<file path="config.mk">
export PLATFORM = sky130hd
export DESIGN_NAME = phy_control_status_regs
export DESIGN_NICKNAME = d
export VERILOG_FILES = /design/src/hdl/phy_regs_pkg.sv /design/src/hdl/phy_control_status_regs.sv
export VERILOG_INCLUDE_DIRS = /design/src /design/src/hdl
export SDC_FILE = /design/constraint.sdc
export NUM_CORES = 1
export LEC_CHECK = 0
export BUFFER_PORTS_ARGS = -buffer_cell sky130_fd_sc_hd__buf_2
export CORE_MARGIN = 8
export CORE_UTILIZATION = 54
export CTS_BUF_LIST = sky130_fd_sc_hd__clkbuf_4
export DETAILED_ROUTE_END_ITERATION = 16
export PLACE_DENSITY_LB_ADDON = 0.12
export SLEW_MARGIN = 10
export SYNTH_ARGS = -nofsm -noshare
export SYNTH_HDL_FRONTEND = slang
export SYNTH_SLANG_ARGS = --single-unit
</file>
<file path="constraint.sdc">
create_clock -name clk -period 2.25 [get_ports clk]
set_input_delay 0 -clock clk [delete_from_list [all_inputs] [get_ports clk]]
set_output_delay 0 -clock clk [all_outputs]
set_load 0.005 [all_outputs]
</file>
<file path="src/hdl/phy_regs_cfg.svh">
`ifndef PHY_REGS_CFG_SVH
`define PHY_REGS_CFG_SVH

// register offsets on the management port (5-bit register index)
`define OFS_TRANSCEIVER_CONTROL 5'h10
`define OFS_LINK_STATUS_SUMMARY 5'h11

// control field positions
`define CTL_TX_FIFO_HI      15
`define CTL_TX_FIFO_LO      14
`define CTL_FORCE_LINK      10
`define CTL_PSAVE_HI        9
`define CTL_PSAVE_LO        8
`define CTL_DEEP_PD         7
`define CTL_SWAP_HI         6
`define CTL_SWAP_LO         5
`define CTL_CLK_OFF         4
`define CTL_RSVD_ONE        3
`define CTL_STANDBY         2
`define CTL_TX_INV          1
`define CTL_JABBER_OFF      0

// control reset values
`define CTL_TX_FIFO_RST     2'b01
`define CTL_RSVD_HI_VAL     3'b010
`define CTL_SWAP_RST        2'b10

// status reset values
`define STS_POL_RST         1'b1

// active sleep wake pulse period
`define WAKE_PULSE_MS       1400
`define CLK_KHZ             25000

`endif

</file>
<file path="src/hdl/phy_regs_pkg.sv">
package phy_regs_pkg;

    // crossover selection
    typedef enum logic [1:0] {
        SWAP_MDI  = 2'b00,
        SWAP_MDIX = 2'b01,
        SWAP_AUTO = 2'b10
    } swap_mode_t;

    // power save selection
    typedef enum logic [1:0] {
        PS_NORMAL  = 2'b00,
        PS_IEEE_PD = 2'b01,
        PS_ACTIVE  = 2'b10,
        PS_PASSIVE = 2'b11
    } psave_t;

    // resolved line rate encoding
    typedef enum logic [1:0] {
        RATE_10   = 2'b00,
        RATE_100  = 2'b01,
        RATE_1000 = 2'b10
    } rate_t;

endpackage

</file>
<file path="src/hdl/phy_control_status_regs.sv">
// Overview of operation
// - crossover field: 1x auto, 01 MDI-X, 00 MDI
// - bit 4 stops the 125 MHz clock
// - bit 3 reserved, reads one, writes ignored
// - bit 2 standby blocks link, keeps power
// - bit 1 inverts transmit line driver
// - bit 0 disables jabber detection
// - bits 15:14 report resolved line rate
// - bit 13 reports full duplex
// - bit 12 latches page received, read clears
// - bit 11 set when negotiation done or off
// - bit 10 mirrors current link state
// - bits 9:8 report CD and AB crossover
// - bit 7 shows speed optimization during negotiation
// - bit 6 shows sleep state
// - bits 5:2 give gigabit channel polarity D..A
// - bit 1 gives 10M polarity, resets one
// - bit 0 mirrors jabber, read never clears
// - IEEE power-down with clock enabled stops PLL
// - power save: normal, IEEE, active, passive sleep
//
// The strobed register port was chosen for this implementation.
`include "phy_regs_cfg.svh"
`timescale 1ns/1ps
`default_nettype none

module phy_control_status_regs #(
    parameter int WAKE_CYCLES = `WAKE_PULSE_MS * `CLK_KHZ  // active sleep pulse period
) (
    input  wire logic        clk,                 // 25 MHz device clock
    input  wire logic        rstn,                // synchronous reset, active low
    input  wire logic [4:0]  reg_addr,            // register index
    input  wire logic [15:0] reg_wdata,           // write data
    input  wire logic        reg_wr,              // write strobe
    input  wire logic        reg_rd,              // read strobe
    output logic      [15:0] reg_rdata,           // read data, cycle after strobe
    input  wire logic [1:0]  strap_swap,          // crossover strap sampled after reset
    input  wire logic [1:0]  st_rate,             // resolved rate from core
    input  wire logic        st_full_duplex,      // full duplex from core
    input  wire logic        st_page_rx,          // page received event
    input  wire logic        st_an_enable,        // negotiation enabled
    input  wire logic        st_an_done,          // negotiation complete
    input  wire logic        st_link_up,          // raw link state
    input  wire logic        st_cd_swapped,       // pairs cd resolved mdix
    input  wire logic        st_ab_swapped,       // pairs ab resolved mdix
    input  wire logic        st_downshift,        // speed optimization active
    input  wire logic        st_sleeping,         // sleep state
    input  wire logic [3:0]  st_chan_pol,         // channel polarity d,c,b,a
    input  wire logic        st_pol_10m,          // 10M polarity good
    input  wire logic        st_jabber,           // jabber detected
    input  wire logic        partner_seen,        // energy from link partner
    output logic             gigabit_ref_clock_out_en, // 125 MHz clock enable
    output logic             pll_power_down,      // pll off request
    output logic             analog_power_down,   // digital and analog off
    output logic             link_block,          // blocks link bring-up
    output logic             tx_invert_enable,    // invert line driver
    output logic             jabber_enable,       // jabber detection on
    output logic [1:0]       pair_swap_select,    // crossover mode to pma
    output logic             force_link_good,     // force link good
    output logic [1:0]       tx_fifo_depth,       // transmit fifo depth
    output logic             deep_power_down_en,  // deep power-down enable
    output logic             wake_pulse           // link pulse in active sleep
);

    localparam int CNT_W = $clog2(WAKE_CYCLES + 1);

    // two-stage synchronisers for the pin and core inputs
    logic [22:0] sync1_reg;                        // first stage
    logic [22:0] sync2_reg;                        // second stage
    logic [1:0]  strap_s1_reg;                     // strap first stage
    logic [1:0]  strap_s2_reg;                     // strap second stage

    // control fields
    logic [1:0]  fifo_reg;                         // tx fifo depth
    logic        force_reg;                        // force link good
    logic [1:0]  psave_reg;                        // power save mode
    logic        deep_reg;                         // deep power-down
    logic [1:0]  swap_reg;                         // crossover selection
    logic        clk_off_reg;                      // 125 MHz clock disable
    logic        standby_reg;                      // standby
    logic        inv_reg;                          // line driver inversion
    logic        jab_off_reg;                      // jabber disable
    logic        strap_done_reg;                   // strap already captured

    // status state
    logic        page_reg;                         // latched page received
    logic        page_prev_reg;                    // page event edge detect
    logic        sleeping_reg;                     // active sleep engaged, or passive sleep selected
    logic [CNT_W-1:0] wake_cnt_reg;                // pulse period counter

    // synchronised views
    logic [1:0] s_rate;
    logic       s_fdx, s_page, s_an_en, s_an_done, s_link, s_cd, s_ab;
    logic       s_ds, s_sleep, s_pol10, s_jab, s_partner;
    logic [3:0] s_pol;
    logic [1:0] s_strap;
    logic       page_evt;
    logic       wr_ctl, wr_sts_rd;
    logic [15:0] ctl_word, sts_word;

    // decode of the management address
    function automatic logic addr_hit(input logic [4:0] a, input logic [4:0] ofs);
        addr_hit = (a == ofs);
    endfunction

    // stage one and two of every asynchronous input except the crossover strap
    // the 10M polarity stage resets to one so the status bit reads one from reset
    always_ff @(posedge clk) begin
        if (!rstn) begin
            sync1_reg    <= 23'h00_0080;
            sync2_reg    <= 23'h00_0080;
        end else begin
            sync1_reg    <= {st_rate, st_full_duplex, st_page_rx, st_an_enable, st_an_done,
                             st_link_up, st_cd_swapped, st_ab_swapped, st_downshift,
                             st_sleeping, st_chan_pol, st_pol_10m, st_jabber,
                             partner_seen, 5'h00};
            sync2_reg    <= sync1_reg;
        end
    end

    // strap stages run through reset so the level is settled when it is captured
    always_ff @(posedge clk) begin
        strap_s1_reg <= strap_swap;
        strap_s2_reg <= strap_s1_reg;
    end

    assign {s_rate, s_fdx, s_page, s_an_en, s_an_done, s_link, s_cd, s_ab, s_ds,
            s_sleep, s_pol, s_pol10, s_jab, s_partner} = sync2_reg[22:5];
    assign s_strap   = strap_s2_reg;
    assign page_evt  = s_page & ~page_prev_reg;
    assign wr_ctl    = reg_wr & addr_hit(reg_addr, `OFS_TRANSCEIVER_CONTROL);
    assign wr_sts_rd = reg_rd & addr_hit(reg_addr, `OFS_LINK_STATUS_SUMMARY);

    // control register writes; status writes fall through unused
    always_ff @(posedge clk) begin
        if (!rstn) begin
            fifo_reg       <= `CTL_TX_FIFO_RST;
            force_reg      <= 1'b0;
            psave_reg      <= 2'h0;
            deep_reg       <= 1'b0;
            swap_reg       <= `CTL_SWAP_RST;
            clk_off_reg    <= 1'b0;
            standby_reg    <= 1'b0;
            inv_reg        <= 1'b0;
            jab_off_reg    <= 1'b0;
            strap_done_reg <= 1'b0;
        end else if (wr_ctl) begin
            // bit 3 and 13:11 are not stored
            fifo_reg       <= reg_wdata[`CTL_TX_FIFO_HI:`CTL_TX_FIFO_LO];
            force_reg      <= reg_wdata[`CTL_FORCE_LINK];
            psave_reg      <= reg_wdata[`CTL_PSAVE_HI:`CTL_PSAVE_LO];
            deep_reg       <= reg_wdata[`CTL_DEEP_PD];
            swap_reg       <= reg_wdata[`CTL_SWAP_HI:`CTL_SWAP_LO];
            clk_off_reg    <= reg_wdata[`CTL_CLK_OFF];
            standby_reg    <= reg_wdata[`CTL_STANDBY];
            inv_reg        <= reg_wdata[`CTL_TX_INV];
            jab_off_reg    <= reg_wdata[`CTL_JABBER_OFF];
            strap_done_reg <= 1'b1;
        end else if (!strap_done_reg) begin
            // crossover strap is caught once after reset release
            swap_reg       <= s_strap;
            strap_done_reg <= 1'b1;
        end
    end

    // page received latch; a new page beats the read clear
    always_ff @(posedge clk) begin
        if (!rstn) begin
            page_reg      <= 1'b0;
            page_prev_reg <= 1'b0;
        end else begin
            page_prev_reg <= s_page;
            if (page_evt) begin
                page_reg <= 1'b1;
            end else if (wr_sts_rd) begin
                page_reg <= 1'b0;
            end
        end
    end

    // control word as read back
    always_comb begin
        ctl_word = {fifo_reg, `CTL_RSVD_HI_VAL, force_reg, psave_reg, deep_reg,
                    swap_reg, clk_off_reg, 1'b1, standby_reg, inv_reg, jab_off_reg};
    end

    // live status word
    always_comb begin
        sts_word        = 16'h0000;
        sts_word[15:14] = (s_rate == 2'b11) ? 2'b00 : s_rate;
        sts_word[13]    = s_fdx;
        sts_word[12]    = page_reg;
        sts_word[11]    = s_an_done | ~s_an_en;
        sts_word[10]    = s_link;
        sts_word[9]     = s_cd;
        sts_word[8]     = s_ab;
        sts_word[7]     = s_an_en & ~s_an_done & s_ds;
        sts_word[6]     = s_sleep | sleeping_reg;
        sts_word[5:2]   = (s_link && s_rate == phy_regs_pkg::RATE_1000) ? s_pol : 4'h0;
        sts_word[1]     = s_pol10;
        sts_word[0]     = s_jab;
    end

    // read data, valid only in the cycle after the strobe
    always_ff @(posedge clk) begin
        if (!rstn) begin
            reg_rdata <= 16'h0000;
        end else if (reg_rd) begin
            if (addr_hit(reg_addr, `OFS_TRANSCEIVER_CONTROL)) begin
                reg_rdata <= ctl_word;
            end else if (addr_hit(reg_addr, `OFS_LINK_STATUS_SUMMARY)) begin
                reg_rdata <= sts_word;   // bit 0 not cleared by read
            end else begin
                reg_rdata <= 16'h0000;
            end
        end else begin
            reg_rdata <= 16'h0000;
        end
    end

    // active sleep: partner clears the sleep flag and lifts power-down for one cycle only, periodic link pulse
    always_ff @(posedge clk) begin
        if (!rstn) begin
            sleeping_reg <= 1'b0;
            wake_cnt_reg <= '0;
            wake_pulse   <= 1'b0;
        end else if (psave_reg == phy_regs_pkg::PS_ACTIVE && !s_partner) begin
            sleeping_reg <= 1'b1;
            wake_pulse   <= (wake_cnt_reg == CNT_W'(WAKE_CYCLES - 1));
            wake_cnt_reg <= (wake_cnt_reg == CNT_W'(WAKE_CYCLES - 1)) ? '0 : wake_cnt_reg + 1'b1;
        end else begin
            sleeping_reg <= (psave_reg == phy_regs_pkg::PS_PASSIVE);
            wake_cnt_reg <= '0;
            wake_pulse   <= 1'b0;
        end
    end

    // control outputs to the transceiver core
    always_ff @(posedge clk) begin
        if (!rstn) begin
            gigabit_ref_clock_out_en <= 1'b1;
            pll_power_down           <= 1'b0;
            analog_power_down        <= 1'b0;
            link_block               <= 1'b0;
            tx_invert_enable         <= 1'b0;
            jabber_enable            <= 1'b1;
            pair_swap_select         <= `CTL_SWAP_RST;
            force_link_good          <= 1'b0;
            tx_fifo_depth            <= `CTL_TX_FIFO_RST;
            deep_power_down_en       <= 1'b0;
        end else begin
            gigabit_ref_clock_out_en <= ~clk_off_reg;
            pll_power_down           <= (psave_reg == phy_regs_pkg::PS_IEEE_PD)
                                        & ~clk_off_reg;
            analog_power_down        <= (psave_reg != phy_regs_pkg::PS_NORMAL)
                                        & ~(sleeping_reg & s_partner);
            link_block               <= standby_reg;
            tx_invert_enable         <= inv_reg;
            jabber_enable            <= ~jab_off_reg;
            // 1x auto, 01 mdix, 00 mdi
            pair_swap_select         <= swap_reg[1] ? phy_regs_pkg::SWAP_AUTO : swap_reg;
            force_link_good          <= force_reg;
            tx_fifo_depth            <= fifo_reg;
            deep_power_down_en       <= deep_reg;
        end
    end

endmodule // phy_control_status_regs

`default_nettype wire

</file>
Yosys cells after proc, flatten, opt, wreduce, memory -nomap -nowiden --
Index checks and enable logic that the tools add are counted.
Operators by class: add/sub/neg operators 1, equality and inequality tests 9, bitwise logic cells 20, mux-type cells 11, reductions and logical operators 10
Operators with widths (count):
- two-way mux 16 bit | 2
- adder 26 x 1 -> 26 bit (second input constant) | 1
- equality test 26 bit (second input constant) | 1
- equality test 5 bit (second input constant) | 2
- inverter 1 bit | 10
- AND 1 bit | 8
- equality test 2 bit (second input constant) | 4
- two-way mux 2 bit | 4
- two-way mux 1 bit | 4
- two-way mux 4 bit | 1
- AND reduction 2 bit | 2
- nonzero test 2 bit | 2
- OR reduction 4 bit | 1
- OR reduction 3 bit | 1
- equality test 2 x 1 -> 1 bit (second input constant) | 1
- logical AND 1 bit | 2
- != test 2 x 1 -> 1 bit (second input constant) | 1
- bitwise OR 1 bit | 2
- OR reduction 2 bit | 1
- logical NOT 1 bit | 1
Word-level totals: input bits 45, register bits 121, output and inout port bits 29, logic and storage cells 84

Depth between registers and ports, before layout --
Gate-level depths: netlist (run 1).
word-level depth 5, gate-level depth with buffers 6, mapped depth without buffers 5

Least setup slack after synthesis (run 1) --
OpenSTA, ideal clock, no wires.
kind register -> register, from reg wake_cnt_reg[0], to reg wake_cnt_reg[24], buffers on the path 1, required time 2.125 ns, stages on the path, launching flop included 7, library setup time 0.125 ns, clock period less this slack 1.940 ns, slack 0.310 ns, arrival time 1.815 ns, cells stage by stage dfxtp_1 -> ha_1 -> nand4_1 -> or4_1 -> o21bai_2 -> buf_4 -> a21oi_1
On the way: longest elaborated chain between the ends 2, elaborated cells between the ends (all ways) 3, those cells by class add/sub: 1; eq/ne: 1; reduce/logical: 1
Ends and longest elaborated chain:
- from (decl) | line phy_control_status_regs.sv:89 | logic [CNT_W-1:0] wake_cnt_reg;
- from (signal assigned) | line phy_control_status_regs.sv:230 | wake_cnt_reg <= (wake_cnt_reg == CNT_W'(WAKE_CYCLES - 1)) ? '0 : wake_cnt_reg + 1'b1;
- branches (longest 2 deep; another with adder 26 x 1 -> 26 bit)
Several ways; the timed one is not identified. A chain may end at the register's enable or synchronous reset.

Worst setup path after layout (run 1) --
from reg wake_cnt_reg[1], to reg wake_cnt_reg[24]
The elaborated chain is that of the path after synthesis.

==> reports/results.ini, run 1 <==
[status]
outcome = finished clean

[pwr]
power_density_nw_per_um2 = 666
p_leak_nw = 1.90
ir_drop_mv = 0.450

[floorplanning]
rows = 30
die-area_sq_um = 9900
io-pin-count = 74
initial_utilization = 0.557
die_w_microns = 99.5
core-area_sq_um = 6760
die_h_microns = 99.5

[setup_path]
crit_path_max_incr_delay_ps = 530
start_kind = flip-flop
crit_arrival_ps = 2490
crit_family = simple AND/OR/NAND/NOR gates
cp.required_ps = 2660
cp-startpoint = wake_cnt_reg[1]$_SDFF_PP0_
cp_max_fo = 7
critPathKind = flip-flop to flip-flop
reg2reg_depth = 5
slowest_stage = or3_1
crit_path_end_kind = flip-flop
crit_cells = 5
regToRegEndpoint = wake_cnt_reg[24]$_SDFF_PP0_
ff2ff_setup_slack_ps = 170
crit_end = wake_cnt_reg[24]$_SDFF_PP0_
crit_buf_inv = 0
r2r_start = wake_cnt_reg[1]$_SDFF_PP0_
cp_cell_sequence = ha_1 -> nand4_1 -> or3_1 -> or4_1 -> a21oi_1

[global_route]
grt.overflow.total = 0
grt_max_degree = 42
grt_pass1_wl_microns = 13400
antenna_found_initial = 0
track_usage = 0.169
grt_pass1_vias = 2846

[synth]
yosysTopAreaCell = dfxtp_1
synth_edf_count = 0
synthTopCellsByCount = dfxtp_1, and2_1, nor2_1, nand2_1, nand3_1
ys_ff_latch = 111
syn-cell-area_sq_um = 3770
synth.most_common_cell = dfxtp_1
syn_nets = 414
synthArstFlopShare = 0
yosysTopAreaCellShare = 0.590
synthTopCellsByArea = dfxtp_1, and2_1, xnor2_1
ys_types = 44
synthFlopType = dfxtp_1
synth_cells = 368
synth-seq-area-share = 0.590
avgSynthCellArea_sq_um = 10.2
synth-warning-count = 0

[placed_design]
dp_cells = 510
dp_hpwl_microns = 5390
io_buffers = 69
routabilityCongestion = 0.794

[timing]
period_share = 0.924
hold_violations = 0
worstMarginPinSlew_ps = 623
period_minus_slack_ps = 2080
fin_skew_ps = 26.3
finalSetupViolations = 0
finalSetupTns_ps = 0
rsz0062_at_grt = false
slew_viol_final = 0
max_slew_margin = 0.581
fmax_ghz = 0.481

[drt]
routed_wl_microns = 8080
wl_per_cell_microns = 14.1
via_count = 2918
ant_nets = 0
drt-vias-per-instance = 5.07
first_iter_violations = 93
post-route-drc-count = 0
dr.pass1.iters = 4

[final_layout]
final_cells = 575
diodes = 0
area_growth_pct = 29.3
fin_nets = 536
post-route-util = 0.721
drive_gt1_frac = 0.208
largest_reg_flops = 26

[clock_tree]
clock_sinks = 111
clkLatencyLatePin_ps = 450
cts_buffers = 9
clock_path_buffers = 2
cts_tree = yes
cts_root_buf = clkbuf_4
clkTransAtPathRegs_ps = 180
htree_levels = 3

[min_path]
min_path_type = primary input to flip-flop
min-delay-start = reg_addr[3]

[run]
cap_violations = 0

stage by stage:
step	total power, mW	worst slack (ps)	cell area, sq um	hold WS [ps]
finish	3.24	170	4870	157
floorplan	2.11	310	3770	27.7
global route	3.36	43.8	4870	140
CTS	3.26	128	4860	135
detailed placement	2.17	184	4200	104
global placement	2.17	229	4200	105
cell type report:
class	count	area, sq um
Clock buffer	9	67.6
Clock inverter	7	95.1
Fill cell	487	1890
Inverter	11	41.3
Multi-Input combinational cell	232	1460
Sequential cell	111	2220
Tap cell	80	100
Timing Repair Buffer	125	888
worst min path at each step:
stage | endpoint | slack (ps) | cells after the start
after detailed placement | strap_s1_reg[1]$_DFF_P_ | 100 | 1
final | reg_rdata[0]$_SDFF_PN0_ | 160 | 6
after floorplan | strap_done_reg$_DFF_P_ | 30 | 0
after global routing | strap_s1_reg[0]$_DFF_P_ | 140 | 2
after global placement | strap_s1_reg[1]$_DFF_P_ | 100 | 1
after CTS | reg_rdata[1]$_SDFF_PN0_ | 130 | 6
logic make-up (layout without fill, tap and decap cells):
family          Yosys count  after routing  synth area share
simple gates            165            165             0.246
flops                   111            111             0.590
compound gates           49             49            0.0930
buf+inv                  25            152            0.0272
xor+xnor                 14             14            0.0326
mux                       3              3           0.00831
fa+ha+maj                 1              1           0.00332
tightest hold or removal path: stages:
cell and delay, ps:
buf_2 100, nor4b_4 50, nand2_1 60, nor2_1 30
buf_4 160, a22o_1 180
power breakdown:
part	leakage (nW)	total (mW)	internal (mW)	switching (mW)
logic	0.903	0.157	0.0993	0.0575
registers	0.905	2.02	2.01	0.0139
clock network	0.0877	1.06	0.375	0.689
layout by cell type, fill, tap and decap left out, types with 2 or more instances in the layout:
cell,synthesis,layout
or4_1,5,5
nand3b_1,2,2
xor2_1,2,2
a21oi_1,13,13
nand2_1,25,25
buf_4,2,7
inv_1,11,11
inv_8,0,2
nand2b_1,4,4
o21ai_0,6,6
nor2b_1,4,4
and2_1,42,42
a21boi_0,9,9
inv_6,0,2
buf_2,1,69
nand3_1,19,19
or3_1,7,7
o31ai_1,3,3
xnor2_1,12,12
clkbuf_4,0,9
nand4_1,12,12
dfxtp_1,111,111
nor4_1,4,4
mux2i_1,2,2
dlygate4sd3_1,0,49
nor3_1,7,6
a22o_1,9,9
nor2_1,26,26
timing repair:
item / in CTS / in global routing
setup buffers: 0 / 0
endpoints found under the hold margin: 44 / 0
setup endpoints to repair: 0 / 4
hold buffers: 49 / 0
gates resized for setup: 0 / 2
metal layers:
layer,vias up,global-route usage,routed length [microns]
met5,-,0,0
met4,0,0.0629,62
met3,5,0.0489,502
met2,81,0.268,3660
met1,1328,0.212,3860
li1,1504,-,-
Note: power is estimated with default switching activity, not from simulation.
==> run 2: changes to the inputs <==
PLACE_DENSITY = 0.76   (was default)
PLACE_DENSITY_LB_ADDON = default   (was 0.12)
==> run 2 against run 1 <==
Net effect: clock-buffer cell count unchanged; critical path depth unchanged; clock power decreased by 11%; sequential share of layout area increased by 0.55 points; utilization decreased by 0.85 points; total power decreased by 3.7%; global-route usage increased by 0.22 points; highest routed layer unchanged.
==> reports/results.ini, run 2 (same netlist as run 1, synthesis figures left out) <==
[setup_path]
regToRegEndpoint = wake_cnt_reg[24]$_SDFF_PP0_
crit_buf_inv = 0  ; unchanged
critPathKind = flip-flop to flip-flop
r2r_start = wake_cnt_reg[0]$_SDFF_PP0_
cp_max_fo = 5  ; -2
crit_arrival_ps = 2430  ; -60 ps
slowest_stage = or3_1
cp_cell_sequence = ha_1 -> nand4_1 -> or3_1 -> or4_1 -> a21oi_1
crit_path_max_incr_delay_ps = 510  ; -20 ps
start_kind = flip-flop
ff2ff_setup_slack_ps = 230  ; +60 ps
reg2reg_depth = 5  ; unchanged
cp.required_ps = 2660  ; about the same
crit_path_end_kind = flip-flop
crit_family = simple AND/OR/NAND/NOR gates

[min_path]
min_path_type = primary input to flip-flop
hold_end = reg_rdata[11]$_SDFF_PP0_
min-delay-start = reg_addr[2]
hold_depth = 5  ; -1

[clock_tree]
clock_sinks = 111  ; unchanged
htree_levels = 3  ; unchanged
cts-hold-fix-buffers = 47  ; -4.1%
clkTransAtPathRegs_ps = 160  ; -20 ps
cts.repair.resized = 0  ; unchanged
cts_setup_buffers = 0  ; unchanged
cts_tree = yes
clkLatencyLatePin_ps = 480  ; +30 ps
clock_path_buffers = 2  ; unchanged
cts_buffers = 9  ; unchanged
cts_root_buf = clkbuf_4

[final_layout]
post-route-util = 0.712  ; -0.00852
diodes = 0  ; unchanged
largest_reg_flops = 26  ; unchanged
drive_gt1_frac = 0.207  ; -0.00118
layout_commonest_cell = dfxtp_1
n_fill_cell = 485  ; -0.41%
final_cells = 573  ; -0.35%
area_growth_pct = 27.8
final_cell_mix = dfxtp_1, buf_2, dlygate4sd3_1
fin_nets = 534  ; -0.37%

[drt]
routed_wl_microns = 8250  ; +2.1%
via_count = 2918  ; unchanged
drt-vias-per-instance = 5.09  ; +0.35%
ant_nets = 0  ; unchanged
met2_wirelength_microns = 4010  ; +9.6%
met3_length_microns = 499  ; -0.60%
first_iter_violations = 132  ; +42%
dr.pass1.iters = 4  ; unchanged
routedLengthMet1_microns = 3630  ; -6.0%
post-route-drc-count = 0  ; unchanged
wl_per_cell_microns = 14.4  ; +2.5%
top_layer_used = met4

[floorplanning]
die-area_sq_um = 9900  ; unchanged
rows = 30  ; unchanged
initial_utilization = 0.557  ; unchanged
core-area_sq_um = 6760  ; unchanged
io-pin-count = 74  ; unchanged
die_w_microns = 99.5  ; unchanged
die_h_microns = 99.5  ; unchanged

[placed_design]
dp_cells = 510  ; unchanged
routabilityCongestion = 0.826  ; +4.0%
io_buffers = 69  ; unchanged
dp_hpwl_microns = 5340  ; -0.98%

[global_route]
grt_pass1_wl_microns = 13400  ; -0.41%
grt_pass1_vias = 2814  ; -1.1%
grt.overflow.total = 0  ; unchanged
track_usage = 0.171  ; +0.00219
grt_max_degree = 62  ; +48%
antenna_found_initial = 0  ; unchanged

[pwr]
power_density_nw_per_um2 = 649  ; -2.6%
ir_drop_mv = 0.503  ; +12%
p_leak_nw = 1.86  ; -1.9%

[timing]
period_minus_slack_ps = 2020  ; -58.1 ps
slew_viol_final = 0  ; unchanged
fin_skew_ps = 22.6  ; -3.69 ps
hold_violations = 0  ; unchanged
finalSetupViolations = 0  ; unchanged
worstMarginPinSlew_ps = 609  ; -13.5 ps
period_share = 0.899  ; -0.0258
rsz0062_at_grt = false
finalSetupTns_ps = 0  ; unchanged
fmax_ghz = 0.495  ; +2.9%
max_slew_margin = 0.593  ; +0.0117

[run]
cap_violations = 0  ; unchanged

[status]
outcome = finished clean

-- run 2: worst min-delay path: stages --
cell and delay [ps]:
buf_2 100, nor4b_2 40, buf_4 140, nand4_1 130, nor2_1 60
-- run 2: final cells by class --
type / instances / area [sq um] / area share
sequential: 111 / 2220 / 0.462
multi-input combinational: 232 / 1440 / 0.300
timing repair buffer: 123 / 868 / 0.180
tap: 80 / 100 / 0.0208
clock inverter: 7 / 71.3 / 0.0148
clock buffer: 9 / 67.6 / 0.0140
inverter: 11 / 41.3 / 0.00858
-- run 2: per-layer routing --
layer / track usage / up-vias
li1: - / 1492
met1: 0.196 / 1333
met2: 0.290 / 82
met3: 0.0545 / 11
met4: 0.0640 / 0
met5: 0 / -
-- run 2: worst max path at each step --
stage               slack, ps                  startpoint                          end  cells past startpoint
floorplan                 310  wake_cnt_reg[0]$_SDFF_PP0_  wake_cnt_reg[24]$_SDFF_PP0_                      6
global placement          290  wake_cnt_reg[0]$_SDFF_PP0_  wake_cnt_reg[24]$_SDFF_PP0_                      5
detailed placement        270  wake_cnt_reg[0]$_SDFF_PP0_  wake_cnt_reg[24]$_SDFF_PP0_                      5
CTS                       220  wake_cnt_reg[0]$_SDFF_PP0_  wake_cnt_reg[24]$_SDFF_PP0_                      5
global route               70  wake_cnt_reg[0]$_SDFF_PP0_  wake_cnt_reg[24]$_SDFF_PP0_                      5
finish                    230  wake_cnt_reg[0]$_SDFF_PP0_  wake_cnt_reg[24]$_SDFF_PP0_                      5
-- run 2: report_power, final --
group          leakage (nW)  internal (mW)  switching (mW)  total (mW)
combinational         0.885         0.0964          0.0580       0.154
sequential            0.905           2.01          0.0140        2.02
clock                0.0693          0.257           0.687       0.945
-- run 2: metrics by stage --
stage | total power, mW | instance area (sq um) | hold WS [ps] | worst slack (ps)
final | 3.12 | 4810 | 37.5 | 228
after global routing | 3.24 | 4810 | 28.8 | 72.3
after CTS | 3.14 | 4810 | 18.2 | 224
after detailed placement | 2.17 | 4200 | 105 | 273
after global placement | 2.16 | 4200 | 104 | 293
after floorplan | 2.11 | 3770 | 27.7 | 310
==> run 3: changes to the inputs <==
CTS_BUF_LIST = sky130_fd_sc_hd__clkbuf_16   (was sky130_fd_sc_hd__clkbuf_4)
==> run 3 against run 2 <==
Net effect: utilization grew 0.70 points; critical endpoint unchanged; largest power group unchanged; worst hold slack gained 8.2 ps; critical path type unchanged; global-route usage is essentially flat; non-clock buffer count shrank 11; wire length shrank 1.4%; worst setup slack gained 14 ps.
==> reports/results.ini, run 3 (same netlist as run 1, synthesis figures left out) <==
[status]
outcome = finished clean

[min_path]
min_path_type = primary input to flip-flop
hold_end = deep_reg$_SDFFE_PN0N_
min-delay-start = reg_wr
hold_depth = 3  ; -2

[clock_tree]
clkTransAtPathRegs_ps = 70  ; -90 ps
htree_levels = 3  ; unchanged
cts_buffers = 9  ; unchanged
clkLatencyLatePin_ps = 350  ; -130 ps
clock_path_buffers = 2  ; unchanged
cts_root_buf = clkbuf_16
cts_tree = yes
cts_setup_buffers = 0  ; unchanged
clock_sinks = 111  ; unchanged

[timing]
period_minus_slack_ps = 2010  ; -13.7 ps
fin_skew_ps = 7.69  ; -14.9 ps
rsz0062_at_grt = false
max_slew_margin = 0.590  ; -0.00254
period_share = 0.893  ; -0.00608
slew_viol_final = 0  ; unchanged
finalSetupViolations = 0  ; unchanged
whs_ps = 45.8  ; +8.25 ps
finalSetupTns_ps = 0  ; unchanged
hold_violations = 0  ; unchanged
fmax_ghz = 0.498  ; +0.68%
worstMarginPinSlew_ps = 613  ; +3.80 ps

[pwr]
seqPwrFrac = 0.546  ; -0.102
ir_drop_mv = 0.507  ; +0.82%
combPwrFrac = 0.041  ; -0.008
p_sw_frac = 0.222  ; -0.0216
switchingPower_uw = 820  ; +8.0%
cell_internal_pwr_mw = 2.88  ; +22%
clkPwrFrac = 0.413  ; +0.110
p_leak_nw = 1.91  ; +2.9%
power_density_nw_per_um2 = 762  ; +17%

[placed_design]
io_buffers = 69  ; unchanged
dp_cells = 510  ; unchanged
placed_area_sq_um = 4200  ; unchanged
dp_hpwl_microns = 5340  ; unchanged
routabilityCongestion = 0.826  ; unchanged

[setup_path]
reg2reg_depth = 5  ; unchanged
cp-startpoint = wake_cnt_reg[0]$_SDFF_PP0_
critPathKind = flip-flop to flip-flop
start_kind = flip-flop
crit_path_end_kind = flip-flop
ff2ff_setup_slack_ps = 240  ; about the same
crit_arrival_ps = 2290  ; -140 ps
r2r_start = wake_cnt_reg[0]$_SDFF_PP0_
cp_max_fo = 5  ; unchanged
cp.required_ps = 2530  ; -130 ps
regToRegEndpoint = wake_cnt_reg[24]$_SDFF_PP0_

[drt]
first_iter_violations = 177  ; +34%
ant_nets = 0  ; unchanged
dr.pass1.iters = 4  ; unchanged
wl_per_cell_microns = 14.5  ; +0.49%
via_count = 2869  ; -1.7%
routed_wl_microns = 8130  ; -1.4%
drt-vias-per-instance = 5.10  ; +0.25%
post-route-drc-count = 0  ; unchanged

[final_layout]
drive_gt1_frac = 0.212  ; +0.00472
final_cell_mix = dfxtp_1, buf_2, and2_1
fin_nets = 523  ; -2.1%
layout_commonest_cell = dfxtp_1
final_cells = 562  ; -1.9%
area_growth_pct = 29.0
finalInstanceArea_sq_um = 4860  ; +0.99%
diodes = 0  ; unchanged
largest_reg_flops = 26  ; unchanged

[run]
cap_violations = 0  ; unchanged

[floorplanning]
rows = 30  ; unchanged
initial_utilization = 0.557  ; unchanged
die_h_microns = 99.5  ; unchanged
die_w_microns = 99.5  ; unchanged
core-area_sq_um = 6760  ; unchanged
io-pin-count = 74  ; unchanged
die-area_sq_um = 9900  ; unchanged

[global_route]
antenna_found_initial = 0  ; unchanged
grt_pass1_wl_microns = 13400  ; +0.26%
grt_max_degree = 62  ; unchanged
grt_pass1_vias = 2824  ; +0.36%
track_usage = 0.171  ; -0.000346
grt.overflow.total = 0  ; unchanged

run 3: cell types whose count changed in the layout (fill, tap and decap cells not counted), sizes merged:
cell         change
dlygate4sd3     -11
run 3: per-layer routing:
layer  part of all wire  GRT usage
met5                  0          0
met4             0.0080     0.0640
met3              0.062     0.0594
met2               0.49      0.286
met1               0.44      0.196
run 3: area by class of cell:
type,instances,area (sq um)
clock inverter,7,71.3
timing repair buffer,112,758
clock buffer,9,225
fill,471,1900
tap,80,100
multi-input combinational,232,1440
sequential,111,2220
inverter,11,41.3
run 3: critical path: stages (launching register included):
cell and delay, ps:
dfxtp_1 420, ha_1 230, nand4_1 220, or3_1 510
or4_1 420, a21oi_1 150
run 3: stage by stage:
| stage | util | worst slack, ps | power, mW |
|---|---|---|---|
| floorplan | - | 310 | 2.11 |
| global placement | 0.622 | 293 | 2.16 |
| detailed placement | 0.622 | 273 | 2.17 |
| CTS | 0.719 | 243 | 3.73 |
| global route | 0.719 | 89.8 | 3.83 |
| finish | 0.719 | 242 | 3.70 |
run 3: power groups by stage:
stage,clock (mW),sequential [mW],combinational [mW]
after floorplan,0,2.06,0.0528
after global placement,0,2.06,0.101
after detailed placement,0,2.07,0.103
after CTS,1.56,2.02,0.150
after global routing,1.63,2.02,0.168
final,1.53,2.02,0.152
run 3: worst max-delay path by stage:
stage	slack, ps	cells after the start	endpoint
after floorplan	310	6	wake_cnt_reg[24]$_SDFF_PP0_
after global placement	290	5	wake_cnt_reg[24]$_SDFF_PP0_
after detailed placement	270	5	wake_cnt_reg[24]$_SDFF_PP0_
after CTS	240	5	wake_cnt_reg[24]$_SDFF_PP0_
after global routing	90	5	wake_cnt_reg[24]$_SDFF_PP0_
final	240	5	wake_cnt_reg[24]$_SDFF_PP0_
run 3: timing repair:
item,in CTS,in global routing
hold buffers,36,0
gates resized for setup,0,0
endpoints found under the hold margin,37,0
